<file path="config.mk">
export PLATFORM = sky130hd
export DESIGN_NAME = sfp_serial_port
export DESIGN_NICKNAME = d
export VERILOG_FILES = /design/src/common/sfp_pkg.sv /design/src/verilog/sfp_fifo.sv /design/src/verilog/sfp_serial_port.sv
export SDC_FILE = /design/constraint.sdc
export NUM_CORES = 1
export LEC_CHECK = 0
export ABC_AREA = 1
export BUFFER_PORTS_ARGS = -buffer_cell sky130_fd_sc_hd__buf_2
export CORE_ASPECT_RATIO = 0.5
export CORE_MARGIN = 3
export CORE_UTILIZATION = 55
export CTS_CLUSTER_DIAMETER = 100
export DETAILED_ROUTE_END_ITERATION = 7
export HOLD_SLACK_MARGIN = 0.02
export PLACE_DENSITY = 0.75
export RECOVER_POWER = 25
export SYNTH_ARGS = -nofsm -noshare
export SYNTH_HDL_FRONTEND = slang
export SYNTH_HIERARCHICAL = 1
export SYNTH_SLANG_ARGS = --single-unit
</file>
<file path="constraint.sdc">
create_clock -name sys_clk -period 3.3 [get_ports sys_clk]
set_clock_uncertainty 0.1 [all_clocks]
set_input_delay 0.165 -clock sys_clk [delete_from_list [all_inputs] [get_ports sys_clk]]
set_output_delay 0.165 -clock sys_clk [all_outputs]
set_load 0.1 [all_outputs]
</file>
<file path="src/common/sfp_pkg.sv">
// Constants, types and register map of the FIFO synchronous serial port.
`default_nettype none
package sfp_pkg;
  localparam int unsigned AW        = 4;
  localparam int unsigned DEPTH     = 32;
  localparam logic [3:0] OFS_CTRL   = 4'h0;
  localparam logic [3:0] OFS_FCON   = 4'h4;
  localparam logic [3:0] OFS_RX     = 4'h8;
  localparam logic [3:0] OFS_TX     = 4'hc;
  localparam logic [7:0] CTRL_RST   = 8'h80;
  localparam logic [7:0] FCON_RST   = 8'h11;
  localparam int unsigned F_EMP     = 0;
  localparam int unsigned F_FUL     = 1;
  localparam int unsigned F_ORE     = 2;
  localparam int unsigned F_INIT    = 3;
  localparam int unsigned F_CINIT   = 7;
  localparam logic [1:0] GAP_HALVES = 2'h2;
  localparam logic [1:0] RESP_OKAY  = 2'h0;
  localparam logic [1:0] RESP_SLV   = 2'h2;

  // Control register image; the two top fields are never stored.
  typedef struct packed {
    logic       one;
    logic       busy;
    logic       ick;
    logic       ten;
    logic       role;
    logic [2:0] src;
  } sfp_ctrl_t;

  typedef struct packed {
    logic transfer_clock_pin_o;
    logic transfer_clock_pin_oe;
    logic serial_out_pin;
  } sfp_pins_t;

  typedef enum logic [1:0] {ST_IDLE, ST_LOAD, ST_SHIFT, ST_GAP} sfp_state_t;
endpackage
`default_nettype wire

</file>
<file path="src/verilog/sfp_fifo.sv">
// Shared 32-byte FIFO that holds transmit bytes and then their replies.
`default_nettype none
module sfp_fifo (
  input  wire logic       sys_clk,
  input  wire logic       rst_n,
  input  wire logic       clr,
  input  wire logic       push,
  input  wire logic [7:0] wdata,
  input  wire logic       pop,
  output logic      [7:0] rdata,
  output logic      [5:0] count,
  output logic            empty,
  output logic            full
);
  logic [7:0] mem_reg [sfp_pkg::DEPTH];
  logic [4:0] wp_reg;
  logic [4:0] rp_reg;
  logic [5:0] cnt_reg;
  logic       do_push;
  logic       do_pop;

  // A push into a full FIFO or a pop from an empty one is dropped.
  assign do_push = push && !full;
  assign do_pop  = pop && !empty;
  assign count   = cnt_reg;
  assign empty   = (cnt_reg == 6'h00);
  assign full    = (cnt_reg == 6'(sfp_pkg::DEPTH));
  assign rdata   = mem_reg[rp_reg];

  // Pointers wrap naturally at the power-of-two depth.
  always_ff @(posedge sys_clk)
  begin
    if (!rst_n || clr)
    begin
      wp_reg  <= 5'h00;
      rp_reg  <= 5'h00;
      cnt_reg <= 6'h00;
    end
    else
    begin
      if (do_push)
        wp_reg <= wp_reg + 5'h01;
      if (do_pop)
        rp_reg <= rp_reg + 5'h01;
      cnt_reg <= cnt_reg + 6'(do_push) - 6'(do_pop);
    end
  end

  // Storage needs no reset; contents after reset are undefined.
  for (genvar i = 0; i < sfp_pkg::DEPTH; i++)
  begin : g_ent
    always_ff @(posedge sys_clk)
    begin
      if (do_push && wp_reg == 5'(i))
        mem_reg[i] <= wdata;
    end
  end
endmodule
`default_nettype wire

</file>
<file path="src/verilog/sfp_serial_port.sv">
// FIFO synchronous serial port: AXI4-Lite registers, clocking and shifter.
`default_nettype none
module sfp_serial_port (
  input  wire logic          sys_clk,
  input  wire logic          rst_n,
  input  wire logic          core_reset_event,
  input  wire logic          tbc_tick,
  input  wire logic          tmr_ovf_tick,
  input  wire logic [3:0]    s_axi_awaddr,
  input  wire logic          s_axi_awvalid,
  output logic               s_axi_awready,
  input  wire logic [31:0]   s_axi_wdata,
  input  wire logic [3:0]    s_axi_wstrb,
  input  wire logic          s_axi_wvalid,
  output logic               s_axi_wready,
  output logic [1:0]         s_axi_bresp,
  output logic               s_axi_bvalid,
  input  wire logic          s_axi_bready,
  input  wire logic [3:0]    s_axi_araddr,
  input  wire logic          s_axi_arvalid,
  output logic               s_axi_arready,
  output logic [31:0]        s_axi_rdata,
  output logic [1:0]         s_axi_rresp,
  output logic               s_axi_rvalid,
  input  wire logic          s_axi_rready,
  input  wire logic          transfer_clock_pin_i,
  input  wire logic          serial_in_pin,
  output sfp_pkg::sfp_pins_t pins,
  output logic               xfer_done,
  input  wire logic          companion_empty_flag,
  input  wire logic          companion_full_flag,
  input  wire logic          companion_overrun_flag,
  output logic               companion_initialise
);
  sfp_pkg::sfp_state_t state_reg;
  sfp_pkg::sfp_ctrl_t  ctrl_rd;
  sfp_pkg::sfp_ctrl_t  ctl_wd;
  logic [2:0] src_reg;
  logic       role_reg;
  logic       ten_reg;
  logic       ick_reg;
  logic       ovr_reg;
  logic       slv_done_reg;
  logic       done_reg;
  logic       cinit_reg;
  logic       sck_s1_reg;
  logic       sck_s2_reg;
  logic       sck_s3_reg;
  logic       sdi_s1_reg;
  logic       sdi_s2_reg;
  logic [2:0] osc_cnt_reg;
  logic [2:0] tbc_cnt_reg;
  logic       tmr_tgl_reg;
  logic       tick;
  logic       sck_o_reg;
  logic       sdo_reg;
  logic [7:0] tx_sh_reg;
  logic [7:0] rx_sh_reg;
  logic [1:0] rx_tap_reg;
  logic [1:0] rx_end_reg;
  logic       rx_take;
  logic       rx_push;
  logic [2:0] bit_cnt_reg;
  logic [5:0] rem_reg;
  logic [1:0] gap_cnt_reg;
  logic       aw_full_reg;
  logic [3:0] aw_addr_reg;
  logic       w_full_reg;
  logic [7:0] w_data_reg;
  logic       w_stb_reg;
  logic       bvalid_reg;
  logic [1:0] bresp_reg;
  logic       rvalid_reg;
  logic [7:0] rdata_reg;
  logic [1:0] rresp_reg;
  logic       port_rst;
  logic       wr_fire;
  logic       wr_ctrl;
  logic       wr_fcon;
  logic       wr_tx;
  logic       rd_fire;
  logic       start;
  logic       abort;
  logic       init;
  logic       port_clr;
  logic       fall_ev;
  logic       rise_ev;
  logic       byte_end;
  logic       done;
  logic       f_push;
  logic [7:0] f_wdata;
  logic       f_pop;
  logic [7:0] f_rdata;
  logic [5:0] f_count;
  logic       f_empty;
  logic       f_full;
  logic [7:0] fcon_rd;
  logic       wr_known;

  assign port_rst = !rst_n || core_reset_event;

  // Write side of the bus: address and data are latched in either order.
  assign s_axi_awready = !aw_full_reg && !bvalid_reg;
  assign s_axi_wready  = !w_full_reg && !bvalid_reg;
  assign wr_fire       = aw_full_reg && w_full_reg && !bvalid_reg;
  assign wr_ctrl       = wr_fire && w_stb_reg && aw_addr_reg == sfp_pkg::OFS_CTRL;
  assign wr_fcon       = wr_fire && w_stb_reg && aw_addr_reg == sfp_pkg::OFS_FCON;
  assign wr_tx         = wr_fire && w_stb_reg && aw_addr_reg == sfp_pkg::OFS_TX;
  assign wr_known      = aw_addr_reg == sfp_pkg::OFS_CTRL || aw_addr_reg == sfp_pkg::OFS_FCON
                      || aw_addr_reg == sfp_pkg::OFS_RX || aw_addr_reg == sfp_pkg::OFS_TX;
  assign ctl_wd        = sfp_pkg::sfp_ctrl_t'(w_data_reg);
  assign s_axi_bvalid  = bvalid_reg;
  assign s_axi_bresp   = bresp_reg;
  assign s_axi_arready = !rvalid_reg;
  assign s_axi_rvalid  = rvalid_reg;
  assign s_axi_rresp   = rresp_reg;
  assign s_axi_rdata   = {24'h000000, rdata_reg};
  assign rd_fire       = s_axi_arvalid && !rvalid_reg;

  // Write channel holding registers and the write response.
  always_ff @(posedge sys_clk)
  begin
    if (!rst_n)
    begin
      aw_full_reg <= 1'b0;
      w_full_reg  <= 1'b0;
      bvalid_reg  <= 1'b0;
      bresp_reg   <= sfp_pkg::RESP_OKAY;
      aw_addr_reg <= 4'h0;
      w_data_reg  <= 8'h00;
      w_stb_reg   <= 1'b0;
    end
    else if (wr_fire)
    begin
      aw_full_reg <= 1'b0;
      w_full_reg  <= 1'b0;
      bvalid_reg  <= 1'b1;
      bresp_reg   <= wr_known ? sfp_pkg::RESP_OKAY : sfp_pkg::RESP_SLV;
    end
    else
    begin
      if (s_axi_awvalid && s_axi_awready)
      begin
        aw_full_reg <= 1'b1;
        aw_addr_reg <= s_axi_awaddr;
      end
      if (s_axi_wvalid && s_axi_wready)
      begin
        w_full_reg <= 1'b1;
        w_data_reg <= s_axi_wdata[7:0];
        w_stb_reg  <= s_axi_wstrb[0];
      end
      if (bvalid_reg && s_axi_bready)
        bvalid_reg <= 1'b0;
    end
  end

  assign ctrl_rd = '{one: 1'b1, busy: state_reg != sfp_pkg::ST_IDLE, ick: ick_reg,
                     ten: ten_reg, role: role_reg, src: src_reg};
  assign fcon_rd = {1'b0, companion_overrun_flag, companion_full_flag, companion_empty_flag,
                    1'b0, ovr_reg, f_full, f_empty};

  // Read channel; a receive read pops the head, so its data is registered.
  always_ff @(posedge sys_clk)
  begin
    if (!rst_n)
    begin
      rvalid_reg <= 1'b0;
      rdata_reg  <= 8'h00;
      rresp_reg  <= sfp_pkg::RESP_OKAY;
    end
    else if (rd_fire)
    begin
      rvalid_reg <= 1'b1;
      rresp_reg  <= sfp_pkg::RESP_OKAY;
      unique case (s_axi_araddr)
        sfp_pkg::OFS_CTRL: rdata_reg <= ctrl_rd;
        sfp_pkg::OFS_FCON: rdata_reg <= fcon_rd;
        sfp_pkg::OFS_RX:   rdata_reg <= f_rdata;
        sfp_pkg::OFS_TX:   rdata_reg <= 8'h00;
        default:
        begin
          rdata_reg <= 8'h00;
          rresp_reg <= sfp_pkg::RESP_SLV;
        end
      endcase
    end
    else if (s_axi_rready)
      rvalid_reg <= 1'b0;
  end

  assign start    = wr_ctrl && ctl_wd.ten && state_reg == sfp_pkg::ST_IDLE;
  assign abort    = wr_ctrl && !ctl_wd.ten && state_reg != sfp_pkg::ST_IDLE;
  assign init     = wr_fcon && w_data_reg[sfp_pkg::F_INIT];
  assign port_clr = init || abort;
  assign byte_end = state_reg == sfp_pkg::ST_SHIFT && rise_ev && bit_cnt_reg == 3'h7;
  assign done     = (byte_end && rem_reg == 6'h01) || (start && f_count == 6'h00);

  // Control fields; bit 7 and the busy bit are never stored.
  always_ff @(posedge sys_clk)
  begin
    if (port_rst)
    begin
      src_reg  <= sfp_pkg::CTRL_RST[2:0];
      role_reg <= sfp_pkg::CTRL_RST[3];
      ten_reg  <= sfp_pkg::CTRL_RST[4];
      ick_reg  <= sfp_pkg::CTRL_RST[5];
    end
    else
    begin
      if (wr_ctrl)
      begin
        src_reg  <= ctl_wd.src;
        role_reg <= ctl_wd.role;
        ick_reg  <= ctl_wd.ick;
      end
      if (done || port_clr)
        ten_reg <= 1'b0;
      else if (wr_ctrl)
        ten_reg <= ctl_wd.ten;
    end
  end

  // Overrun and the completion pulses; a set beats an initialise.
  always_ff @(posedge sys_clk)
  begin
    if (port_rst)
    begin
      ovr_reg      <= sfp_pkg::FCON_RST[sfp_pkg::F_ORE];
      slv_done_reg <= 1'b0;
      done_reg     <= 1'b0;
      cinit_reg    <= 1'b0;
    end
    else
    begin
      if (role_reg && slv_done_reg && state_reg == sfp_pkg::ST_IDLE && fall_ev)
        ovr_reg <= 1'b1;
      else if (init)
        ovr_reg <= 1'b0;
      if (done && role_reg)
        slv_done_reg <= 1'b1;
      else if (start || port_clr)
        slv_done_reg <= 1'b0;
      done_reg  <= done;
      cinit_reg <= wr_fcon && w_data_reg[sfp_pkg::F_CINIT];
    end
  end
  assign xfer_done            = done_reg;
  assign companion_initialise = cinit_reg;

  // Pin synchronisers; only the second and third stages feed logic.
  always_ff @(posedge sys_clk)
  begin
    sck_s1_reg <= transfer_clock_pin_i;
    sck_s2_reg <= sck_s1_reg;
    sck_s3_reg <= sck_s2_reg;
    sdi_s1_reg <= serial_in_pin;
    sdi_s2_reg <= sdi_s1_reg;
  end

  // Prescalers for the master clock sources.
  always_ff @(posedge sys_clk)
  begin
    if (!rst_n)
    begin
      osc_cnt_reg <= 3'h0;
      tbc_cnt_reg <= 3'h0;
      tmr_tgl_reg <= 1'b0;
    end
    else
    begin
      osc_cnt_reg <= osc_cnt_reg + 3'h1;
      if (tbc_tick)
        tbc_cnt_reg <= tbc_cnt_reg + 3'h1;
      if (tmr_ovf_tick)
        tmr_tgl_reg <= !tmr_tgl_reg;
    end
  end

  always_comb
  begin
    unique case (src_reg)
      3'h0: tick = 1'b1;
      3'h1: tick = osc_cnt_reg[0];
      3'h2: tick = &osc_cnt_reg[1:0];
      3'h3: tick = &osc_cnt_reg;
      3'h4: tick = tbc_tick && tbc_cnt_reg[0];
      3'h5: tick = tbc_tick && (&tbc_cnt_reg[1:0]);
      3'h6: tick = tbc_tick && (&tbc_cnt_reg);
      3'h7: tick = tmr_ovf_tick && tmr_tgl_reg;
    endcase
  end

  assign fall_ev = role_reg ? (!sck_s2_reg && sck_s3_reg) : (tick && sck_o_reg);
  assign rise_ev = role_reg ? (sck_s2_reg && !sck_s3_reg) : (tick && !sck_o_reg);

  // Sequencer of one exchange.
  always_ff @(posedge sys_clk)
  begin
    if (port_rst || port_clr)
      state_reg <= sfp_pkg::ST_IDLE;
    else
    begin
      unique case (state_reg)
        sfp_pkg::ST_IDLE:
          if (start && f_count != 6'h00)
            state_reg <= sfp_pkg::ST_LOAD;
        sfp_pkg::ST_LOAD:
          state_reg <= sfp_pkg::ST_SHIFT;
        sfp_pkg::ST_SHIFT:
          if (byte_end)
          begin
            if (rem_reg == 6'h01)
              state_reg <= sfp_pkg::ST_IDLE;
            else if (ick_reg && !role_reg)
              state_reg <= sfp_pkg::ST_GAP;
            else
              state_reg <= sfp_pkg::ST_LOAD;
          end
        sfp_pkg::ST_GAP:
          if (tick && gap_cnt_reg == sfp_pkg::GAP_HALVES - 2'h1)
            state_reg <= sfp_pkg::ST_LOAD;
      endcase
    end
  end

  // Byte counter and gap timer.
  always_ff @(posedge sys_clk)
  begin
    if (port_rst || port_clr)
    begin
      rem_reg     <= 6'h00;
      gap_cnt_reg <= 2'h0;
    end
    else
    begin
      if (start)
        rem_reg <= f_count;
      else if (byte_end)
        rem_reg <= rem_reg - 6'h01;
      if (byte_end)
        gap_cnt_reg <= 2'h0;
      else if (state_reg == sfp_pkg::ST_GAP && tick)
        gap_cnt_reg <= gap_cnt_reg + 2'h1;
    end
  end

  // Shifter and master clock; the idle clock level is high.
  always_ff @(posedge sys_clk)
  begin
    if (port_rst || port_clr)
    begin
      sck_o_reg   <= 1'b1;
      sdo_reg     <= 1'b1;
      tx_sh_reg   <= 8'h00;
      bit_cnt_reg <= 3'h0;
    end
    else if (state_reg == sfp_pkg::ST_LOAD)
    begin
      tx_sh_reg   <= f_rdata;
      bit_cnt_reg <= 3'h0;
    end
    else if (state_reg == sfp_pkg::ST_SHIFT)
    begin
      if (!role_reg && tick)
        sck_o_reg <= !sck_o_reg;
      if (fall_ev)
        sdo_reg <= tx_sh_reg[0];
      if (rise_ev)
      begin
        tx_sh_reg   <= {1'b0, tx_sh_reg[7:1]};
        bit_cnt_reg <= bit_cnt_reg + 3'h1;
      end
    end
    else
      sck_o_reg <= 1'b1;
  end

  // Receive capture. In master mode the reply to our own falling edge reaches us through the
  // two-stage synchroniser, so each bit is taken two cycles after the rising edge we drove.
  // The last byte of a master exchange therefore lands two cycles after the completion strobe.
  always_ff @(posedge sys_clk)
  begin
    if (port_rst || port_clr)
    begin
      rx_tap_reg <= 2'h0;
      rx_end_reg <= 2'h0;
      rx_sh_reg  <= 8'h00;
    end
    else
    begin
      rx_tap_reg <= {rx_tap_reg[0], state_reg == sfp_pkg::ST_SHIFT && rise_ev};
      rx_end_reg <= {rx_end_reg[0], byte_end};
      if (rx_take)
        rx_sh_reg <= {sdi_s2_reg, rx_sh_reg[7:1]};
    end
  end
  // A slave sees clock and data through equal delays, so it samples at once.
  assign rx_take = role_reg ? (state_reg == sfp_pkg::ST_SHIFT && rise_ev) : rx_tap_reg[1];
  assign rx_push = role_reg ? byte_end : rx_end_reg[1];

  assign f_push  = rx_push || wr_tx;
  assign f_wdata = rx_push ? {sdi_s2_reg, rx_sh_reg[7:1]} : w_data_reg;
  assign f_pop   = state_reg == sfp_pkg::ST_LOAD || (rd_fire && s_axi_araddr == sfp_pkg::OFS_RX);

  assign pins = '{transfer_clock_pin_o: sck_o_reg, transfer_clock_pin_oe: !role_reg,
                  serial_out_pin: sdo_reg};

  sfp_fifo u_fifo (
    .sys_clk (sys_clk),
    .rst_n   (!port_rst),
    .clr     (port_clr),
    .push    (f_push),
    .wdata   (f_wdata),
    .pop     (f_pop),
    .rdata   (f_rdata),
    .count   (f_count),
    .empty   (f_empty),
    .full    (f_full)
  );
endmodule
`default_nettype wire
</file>
# Yosys cells after proc, flatten, opt, wreduce, memory -nomap -nowiden
# Memory sizes are Yosys's and may differ from the RTL's. A register that Yosys moved wholly into a read port is not among the register bits.
# Index checks and enable logic that the tools add are counted.
# totals
mem_bits_rw	256
n_memories	1
register_bits	102
elab_cells	456
inputBits	59
# classes
n_reduce_logical	160
mux	189
add_sub_neg	9
eq_ne	55
n_bitwise	3
# memory_table
memory	words	word_bits	rd	rd_ports_with_merged_regs	wr	line	rtl
u_fifo.mem_reg	32	8	1	1	1	sfp_fifo.sv:15	logic [7:0] mem_reg [sfp_pkg::DEPTH];
# op_table
cell	n
$mux W8	35
$reduce_or A8 Y1	31
$mux W5	33
$mux W1	109
$eq A5 B5 Y1 const B	16
$logic_and A1 B1 Y1	74
$eq A5 B4 Y1 const B	8
$pmux W8 S3	1
$eq A5 B3 Y1 const B	4
$eq A4 B4 Y1 const B	4
$reduce_bool A2 Y1	8
$eq A3 B3 Y1 const B	5
$mux W2	7
$reduce_and A2 Y1	7
$logic_not A1 Y1	13
$mux W6	2
$reduce_and A3 Y1	4
$logic_or A1 B1 Y1	11
$add A5 B1 Y5 const B	2
$eq A5 B2 Y1 const B	2
$add A3 B1 Y3 const B	3
$eq A4 B3 Y1 const B	2
$logic_not A4 Y1	2
$pmux W1 S8	1
22 further kinds	32

# Depth between registers and ports, before layout
# Gate-level depths: netlist of run 1.
# depth
ltp_word	45
mapped_depth	20
depth_no_buf	20

# By module
# Netlist of run 1, hierarchy kept.
# by_module_without_submodules
mod	instances	cells_per_inst	area_each_um2	seq_area_each_um2
sfp_fifo	1	1050	11698.7	8107.8
sfp_serial_port	1	561	4145.2	1661.6

# Least setup slack after synthesis of run 1
# No wires, ideal clock.
# synth_timing
path_type	register -> register
from	reg rvalid_reg, in the netlist s_axi_rvalid
to	reg u_fifo.cnt_reg[4], in the netlist u_fifo/count[4]
t_required_ns	3.130
path_stages_with_launch	15
setup_ns	0.070
period_less_slack_ns	4.075
arrival_ns	3.905
path_buffers	1
slack_ns	-0.775
cell_sequence	dfxtp_1 > inv_1 > nand2_1 > clkbuf_1 > o21ai_0 > nand2_1 > inv_1 > ha_1 > inv_1 > ha_1 > inv_1 > fa_1 > o31ai_1 > o21ai_0 > a21oi_1
# synth_via
elab_chain_len	6
# synth_rtl
item	line	rtl
start: declaration	sfp_serial_port.sv:73	logic rvalid_reg;
start signal: assignment	sfp_serial_port.sv:168	rvalid_reg <= 1'b0;
start signal: assignment	sfp_serial_port.sv:174	rvalid_reg <= 1'b1;
start signal: assignment	sfp_serial_port.sv:189	rvalid_reg <= 1'b0;
$logic_not A1 Y1	--	
named net s_axi_arready	sfp_serial_port.sv:21	output logic s_axi_arready,
$logic_and A1 B1 Y1	sfp_serial_port.sv:118	assign rd_fire = s_axi_arvalid && !rvalid_reg;
$logic_and A1 B1 Y1	sfp_serial_port.sv:404	assign f_pop = state_reg == sfp_pkg::ST_LOAD || (rd_fire && s_axi_araddr == sfp_pkg::OFS_RX);
$logic_or A1 B1 Y1	sfp_serial_port.sv:404	
named net f_pop	sfp_serial_port.sv:92	logic f_pop;
$logic_and A1 B1 Y1	sfp_fifo.sv:24	assign do_pop = pop && !empty;
$sub A6 B1 Y6	sfp_fifo.sv:45	cnt_reg <= cnt_reg + 6'(do_push) - 6'(do_pop);
end signal: assignment	sfp_fifo.sv:45	
end: declaration	sfp_fifo.sv:18	logic [5:0] cnt_reg;
# The timed path passes the listed nets, and every way through them passes these cells.
# A chain may end at the register's enable or synchronous reset.

# Final worst setup path of run 1
# layout_timing
from	reg tbc_cnt_reg[1]
to	reg u_fifo.cnt_reg[4], in the netlist u_fifo/count[4]
# layout_via
elab_chain_len	12
# layout_rtl
item	line	rtl
start: declaration	sfp_serial_port.sv:52	logic [2:0] tbc_cnt_reg;
start signal: assignment	sfp_serial_port.sv:274	tbc_cnt_reg <= tbc_cnt_reg + 3'h1;
$reduce_and A3 Y1 or $reduce_and A2 Y1 (tied branches)	sfp_serial_port.sv:289, sfp_serial_port.sv:288	
$logic_and A1 B1 Y1 (on tied branches)	sfp_serial_port.sv:289, sfp_serial_port.sv:288	
$pmux W1 S8 (*)	sfp_serial_port.sv:282	unique case (src_reg)
$logic_and A1 B1 Y1 (*)	sfp_serial_port.sv:295	assign rise_ev = role_reg ? (sck_s2_reg && !sck_s3_reg) : (tick && !sck_o_reg);
$mux W1 (*)	sfp_serial_port.sv:295	
$logic_and A1 B1 Y1 (*) (2 in series)	sfp_serial_port.sv:196	assign byte_end = state_reg == sfp_pkg::ST_SHIFT && rise_ev && bit_cnt_reg == 3'h7;
$mux W1 (*)	sfp_serial_port.sv:400	assign rx_push = role_reg ? byte_end : rx_end_reg[1];
$logic_or A1 B1 Y1 (*)	sfp_serial_port.sv:402	assign f_push = rx_push || wr_tx;
named net f_push	sfp_serial_port.sv:90	logic f_push;
$logic_and A1 B1 Y1 (*)	sfp_fifo.sv:23	assign do_push = push && !full;
$add A6 B1 Y6 (*)	sfp_fifo.sv:45	
$sub A6 B1 Y6 (*)	sfp_fifo.sv:45	
# Mark *: on every way through the listed nets, which the timed path passes. The rest lies on a longest branch.

==> results.md, run 1 <==
- Initial antenna violation count: 0
- Avg Inst Size Synth: between 9 and 10 sq um
- Core ar.: 28000 sq um
- Number of remaining DRC errors: 0
- Final Cell Area: between 15000 and 20000 sq um
- Hold Path Class: in2reg
- Tcrit/Tclk final: 0.966
- DR pass1 iterations: 6
- Via count: ~12000
- Netlist cell types: 47
- Startpoint types: flop
- CTS max path bufs: 3
- Largest net degree at the start of global routing: about 130
- Drt initial violations: ~1300
- Worst-margin pin slew: approximately 1.2 ns
- Die Span Y: ~130 um
- Largest register FFs: around 260
- Setup Viol. Count Final: 0
- WL final: 39.0 mm
- ANT cells: 0
- Ports: between 100 and 150
- Initial Utilization: 0.565
- Clk sinks: 360
- Final Max Slew Viols: 0
- NumNets Final: approximately 1800
- Lkg Pwr: between 7 and 8 nW
- Routed Antenna Nets: 0
- Area of the mapped netlist: approximately 16000 sq um
- Worst IR Drop VDD: approximately 440 uV
- Leading area contributor after synthesis: edfxtp_1
- FP Rows: 43
- Leading cell type in the layout, fill and taps excluded: nand2_1
- Register bit total from synthesis: 360
- CTS root buf: clkbuf_16
- Pwr dens: between 500 and 600 nW/um^2
- Seq/Total Area, Yosys: 0.617
- CP Max Fanout: 7
- Final core utilization: 0.646
- I/O Buffers: 51
- Max_cap viols: 0
- Total power: about 0.0095 W
- Commonest non-fill, non-tap cells in the layout: nand2_1 (504), edfxtp_1 (256), nand3_1 (243), nor2_1 (101), dfxtp_1 (99)
- Synthesis-to-layout area growth: 14.2%
- # H-tree levels: 2
- Vias in the first global route: ~12000
- Critical path class: reg2reg
- Status: completed
- Reg clk slew, reported paths: roughly 0.070 ns
- Clk_lat worst skew: roughly 0.52 ns
- Gr usage total: 0.253
- DR WL/cell: ~18 um
- Share of cells above drive strength 1: 0.110
- Fin crit period: between 3 and 4 ns
- First-pass GRT wire length: just over 60 mm
- Synthesized instance count: 1611
- Synth top area cells: edfxtp_1 (49%), dfxtp_1 (13%), nand2_1 (12%), nand3_1 (7.7%), nor2_1 (2.4%)
- Drt via density: between 5 and 6
- CP Capture Type: flop
- Yosys warns: 6
- Detailed-placement wirelength estimate: 23.5 mm
- Routability congestion estimate: 0.936
- WP data arrival: 3.54 ns
- Total grt overflow: 0
- TritonCTS clock tree: done
- Die Wd: ~250 um
- Hold Vio Cnt, Final: 0
- Fin Hold WS: about 0.063 ns
- Post-synth top area share: 0.485
- CP Data Required Time: between 3 and 4 ns
- Slew headroom: 0.186
- Placement Cell Area: ~17000 sq um
- Die Area: between 30000 and 40000 sq um
- CTS Buf Count: 34
- Fmax: about 0.31 GHz
-- kinds of logic after synthesis --
family | count (synthesis) | share of synthesized area
DFF | 360 | 0.617
adders and majority gates | 30 | 0.0242
buffers and inverters | 186 | 0.0659
and+or+nand+nor | 899 | 0.246
other | 1 | 0.000237
xor gates and xnor gates | 7 | 0.00387
AOI/OAI and AO/OA | 128 | 0.0434
-- path summary, 6_finish.rpt --
| kind | slack [ns] | start | endpoint | depth (start not counted) |
|---|---|---|---|---|
| worst max-delay path | 0.11 | tbc_cnt_reg[1] | u_fifo/count[4] | 19 |
| worst min-delay path | 0.06 | s_axi_awvalid | aw_full_reg | 5 |
| worst max register to register | 0.11 | tbc_cnt_reg[1] | u_fifo/count[4] | 19 |
| worst min register to register | 0.23 | sck_s1_reg | sck_s2_reg | 0 |
-- layer usage --
layer	routed length (um)	GRT usage	up-vias	part of all wire
met5	0	0	-	0
li1	-	-	5623	-
met3	3540	0.0457	115	0.091
met2	18500	0.416	655	0.48
met1	15700	0.337	5726	0.40
met4	1190	0.0967	0	0.031
-- cell type report --
class | instances | area, sq um
clock buffers | 43 | 948
fillers | 2067 | 9930
inverters | 85 | 322
repair buffers | 166 | 1250
multi-input cells | 1090 | 5140
well taps | 382 | 478
clock inverters | 17 | 183
flip-flops and latches | 360 | 9780
-- worst max-delay path, cell delays in order, from the launching register on --
cell and delay [ns]:
dfxtp_1 0.36, ha_2 0.21, ha_1 0.16, nor2_1 0.05, nor2_1 0.08, nand3_1 0.09, nand2_2 0.14, nand3_4 0.11
nand2_8 0.11, nand4_4 0.09, nand3_1 0.11, nand2_2 0.07, ha_1 0.29, inv_1 0.06, ha_2 0.19, inv_1 0.06
fa_2 0.37, o31ai_4 0.24, o21ai_0 0.11, a21oi_1 0.11
-- per-stage QoR --
step	setup WS (ns)	setup TNS [ns]	instances
6_report	0.114	0	2143
5_1_grt	-0.00263	-0.00263	2143
4_1_cts	0.0662	0	2140
3_5_place_dp	0.0663	0	2032
3_3_place_gp	0.109	0	2032
2_1_floorplan	0.00489	0	1636
-- report_power, final --
group,internal (W),switching [W],total [W],leakage [nW]
clock,0.00235,0.00163,0.00399,0.551
sequential,0.00491,0.0000248,0.00494,3.19
combinational,0.000116,0.000438,0.000553,3.26
total,0.00738,0.00210,0.00947,7.00
-- repair_timing --
item,CTS,global route
setup endpoints to repair,0,1
setup buffers,0,3
hold buffers,48,0
hold endpoints to repair,40,0
resized for setup,0,7
-- Yosys cell counts, drive strengths merged --
master  count
nor2      105
xnor2       5
o31ai       1
nand3     248
o21ai      50
a21boi      2
nor4        1
edfxtp    256
nand2     522
o32ai       1
clkbuf     16
dfxtp     104
a21oi      65
or2         3
o211ai      5
and3        2
nand2b      1
nor3        7
ha         29
inv        85
conb        1
nand4      10
o22ai       1
a21o        1
xor2        2
fa          1
buf        85
a31oi       1
o21a        1
Note: power is estimated with default switching activity, not from simulation.
==> run 2: changes to the inputs <==
CORE_UTILIZATION = 45   (was 55)
PLACE_DENSITY = unset   (was 0.75)
PLACE_DENSITY_LB_ADDON = 0.08   (was unset)
==> run 2 against run 1 <==
  * Highest routed layer unchanged
  * Clock power increased by 3%
  * Largest power group unchanged
  * Clock-buffer cell count increased by 3
  * Core utilization decreased by 11 points
  * Global-route usage decreased by 5.3 points
  * Hold slack got worse by 0.0053 ns
  * Wire length decreased by 1.1%
  * Critical endpoint unchanged
==> results.md, run 2 (synthesis gave the netlist of run 1 again) <==
- DR WL/cell: 17.3 um (was 18.2 um)
- Final Max Slew Viols: 0 (unchanged)
- Final core utilization: 0.540 (was 0.646)
- Lkg Pwr: 7.04 nW (was 7.00 nW)
- Number of remaining DRC errors: 0 (unchanged)
- Worst IR Drop VDD: 466 uV (was 445 uV)
- CP Capture Type: flop (unchanged)
- ANT cells: 0 (unchanged)
- Initial antenna violation count: 0 (unchanged)
- Hold Vio Cnt, Final: 0 (unchanged)
- Pre-CTS setup slack: 0.0836 ns (was 0.0663 ns)
- Synthesis-to-layout area growth: 15.5% (was 14.2%)
- Core ar.: 33900 sq um (was 28000 sq um)
- Hold Path Class: in2reg (unchanged)
- Pwr dens: 523 nW/um^2 (about the same)
- Drt via density: 5.15 (was 5.66)
- Final WS setup: 0.183 ns (was 0.114 ns)
- Critical path class: reg2reg (unchanged)
- Die Span Y: 139 um (was 126 um)
- Slew headroom: 0.207 (was 0.186)
- Largest net degree at the start of global routing: 129 (unchanged)
- Tcrit/Tclk final: 0.945 (was 0.966)
- Clk sinks: 360 (unchanged)
- CTS root buf: clkbuf_16 (unchanged)
- TritonCTS clock tree: done (unchanged)
- Clk_lat worst skew: 0.51 ns (was 0.52 ns)
- CP Data Required Time: 3.64 ns (was 3.65 ns)
- Worst-margin pin slew: 1.19 ns (was 1.23 ns)
- CTS Buf Count: 34 (unchanged)
- Ports: 105 (unchanged)
- WP data arrival: 3.46 ns (was 3.54 ns)
- Commonest non-fill, non-tap cells in the layout: nand2_1 (501), edfxtp_1 (256), nand3_1 (243), nor2_1 (102), dfxtp_1 (100) (was nand2_1 (504), edfxtp_1 (256), nand3_1 (243), nor2_1 (101), dfxtp_1 (99))
- Max_cap viols: 0 (unchanged)
- Reg clk slew, reported paths: 0.07 ns (about the same)
- FP Rows: 47 (was 43)
- Startpoint types: flop (unchanged)
- Setup Viol. Count Final: 0 (unchanged)
- Die Area: 37600 sq um (was 31000 sq um)
- Total grt overflow: 0 (unchanged)
- Fmax: 0.321 GHz (was 0.314 GHz)
- CTS max path bufs: 3 (unchanged)
- First-pass GRT wire length: 59.4 mm (was 61.7 mm)
- Status: completed (unchanged)
- Fillcell total: 3058 (was 2067)
- Largest register FFs: 256 (unchanged)
- Routed Antenna Nets: 0 (unchanged)
- Drt initial violations: 876 (was 1303)
- Fin crit period: 3.12 ns (was 3.19 ns)
- I/O Buffers: 51 (unchanged)
- Detailed-placement wirelength estimate: 24.4 mm (was 23.5 mm)
- WL final: 38.5 mm (was 39.0 mm)
- Leading cell type in the layout, fill and taps excluded: nand2_1 (unchanged)
- Total power: 0.00957 W (was 0.00947 W)
- Placed Cells: 2113 (was 2032)
- DR pass1 iterations: 5 (was 6)
- Share of cells above drive strength 1: 0.111 (was 0.110)
- CP Max Fanout: 4 (was 7)
- Gr usage total: 0.199 (was 0.253)
- Initial Utilization: 0.468 (was 0.565)
- Finished Layout Cells: 2229 (was 2143)
- Routability congestion estimate: 0.919 (was 0.936)
- NumNets Final: 1827 (was 1826)
- Die Wd: 271 um (was 246 um)
- Via count: 11470 (was 12119)
- Vias in the first global route: 10561 (was 11693)
- # H-tree levels: 2 (unchanged)
## run 2: cell types whose count changed in the layout (fill, tap and decap cells not counted), moves of 3 or more
cell      delta
clkbuf_1     +5
nand2_2      +3
clkbuf_2     -3
clkinv_1     -5
buf_12       +3
nand2_1      -3
clkinv_2     +4
## run 2: layout make-up
class / instances / area [sq um] / area share
Inverter: 85 / 324 / 0.0177
Tap cell: 465 / 582 / 0.0318
Clock buffer: 46 / 960 / 0.0525
Clock inverter: 16 / 205 / 0.0112
Timing Repair Buffer: 167 / 1300 / 0.0710
Sequential cell: 360 / 9780 / 0.534
Multi-Input combinational cell: 1090 / 5150 / 0.281
## run 2: timing repair
item / in CTS / in global routing
setup buffers: 0 / 5
hold buffers: 49 / 0
endpoints found under the hold margin: 43 / 0
gates resized for setup: 0 / 8
endpoints found under the setup margin: 0 / 98
## run 2: path summary, 6_finish.rpt
path                   startpoint         endpoint  slack, ns  depth (start not counted)
setup / recovery   tbc_cnt_reg[0]  u_fifo/count[4]       0.18                         19
hold / removal    s_axi_araddr[3]     rdata_reg[5]       0.06                          6
setup reg to reg   tbc_cnt_reg[0]  u_fifo/count[4]       0.18                         19
hold reg to reg        sck_s1_reg       sck_s2_reg       0.23                          0
## run 2: power breakdown
part,internal [W],total [W],leakage (nW),switching [W]
Combinational,0.000121,0.000536,3.28,0.000415
Clock,0.00244,0.00410,0.572,0.00166
Sequential,0.00491,0.00493,3.19,0.0000213
Total,0.00747,0.00957,7.04,0.00210
## run 2: through the flow
step	TNS, ns	hold WS [ns]	cell area, sq um
floorplan	0	0.0927	16000
detailed placement	0	0.169	16600
finish	0	0.0572	18300
global route	-0.0273	0.0817	18300
CTS	0	0.0349	18300
global placement	0	0.168	16600
## run 2: per-layer routing
| metal | global-route usage | up-vias | share of wire | wire, um |
|---|---|---|---|---|
| li1 | - | 5629 | - | - |
| met1 | 0.291 | 5481 | 0.47 | 18000 |
| met2 | 0.315 | 328 | 0.46 | 17800 |
| met3 | 0.0382 | 32 | 0.062 | 2370 |
| met4 | 0.0338 | 0 | 0.0099 | 383 |
| met5 | 0 | - | 0 | 0 |
## run 2: worst max-delay path: stages, from the launching register on
cell     delay [ns]
dfxtp_2        0.35
ha_1           0.17
ha_1           0.14
nor2_1         0.04
nor2_1         0.08
nand3_1        0.08
nand2_2        0.11
nand3_4        0.10
nand2_8        0.10
nand4_4        0.08
nand3_1        0.10
nand2_2        0.08
ha_1           0.31
inv_1          0.06
ha_2           0.19
inv_1          0.06
fa_2           0.40
o31ai_4        0.28
o21ai_1        0.09
a21oi_1        0.12
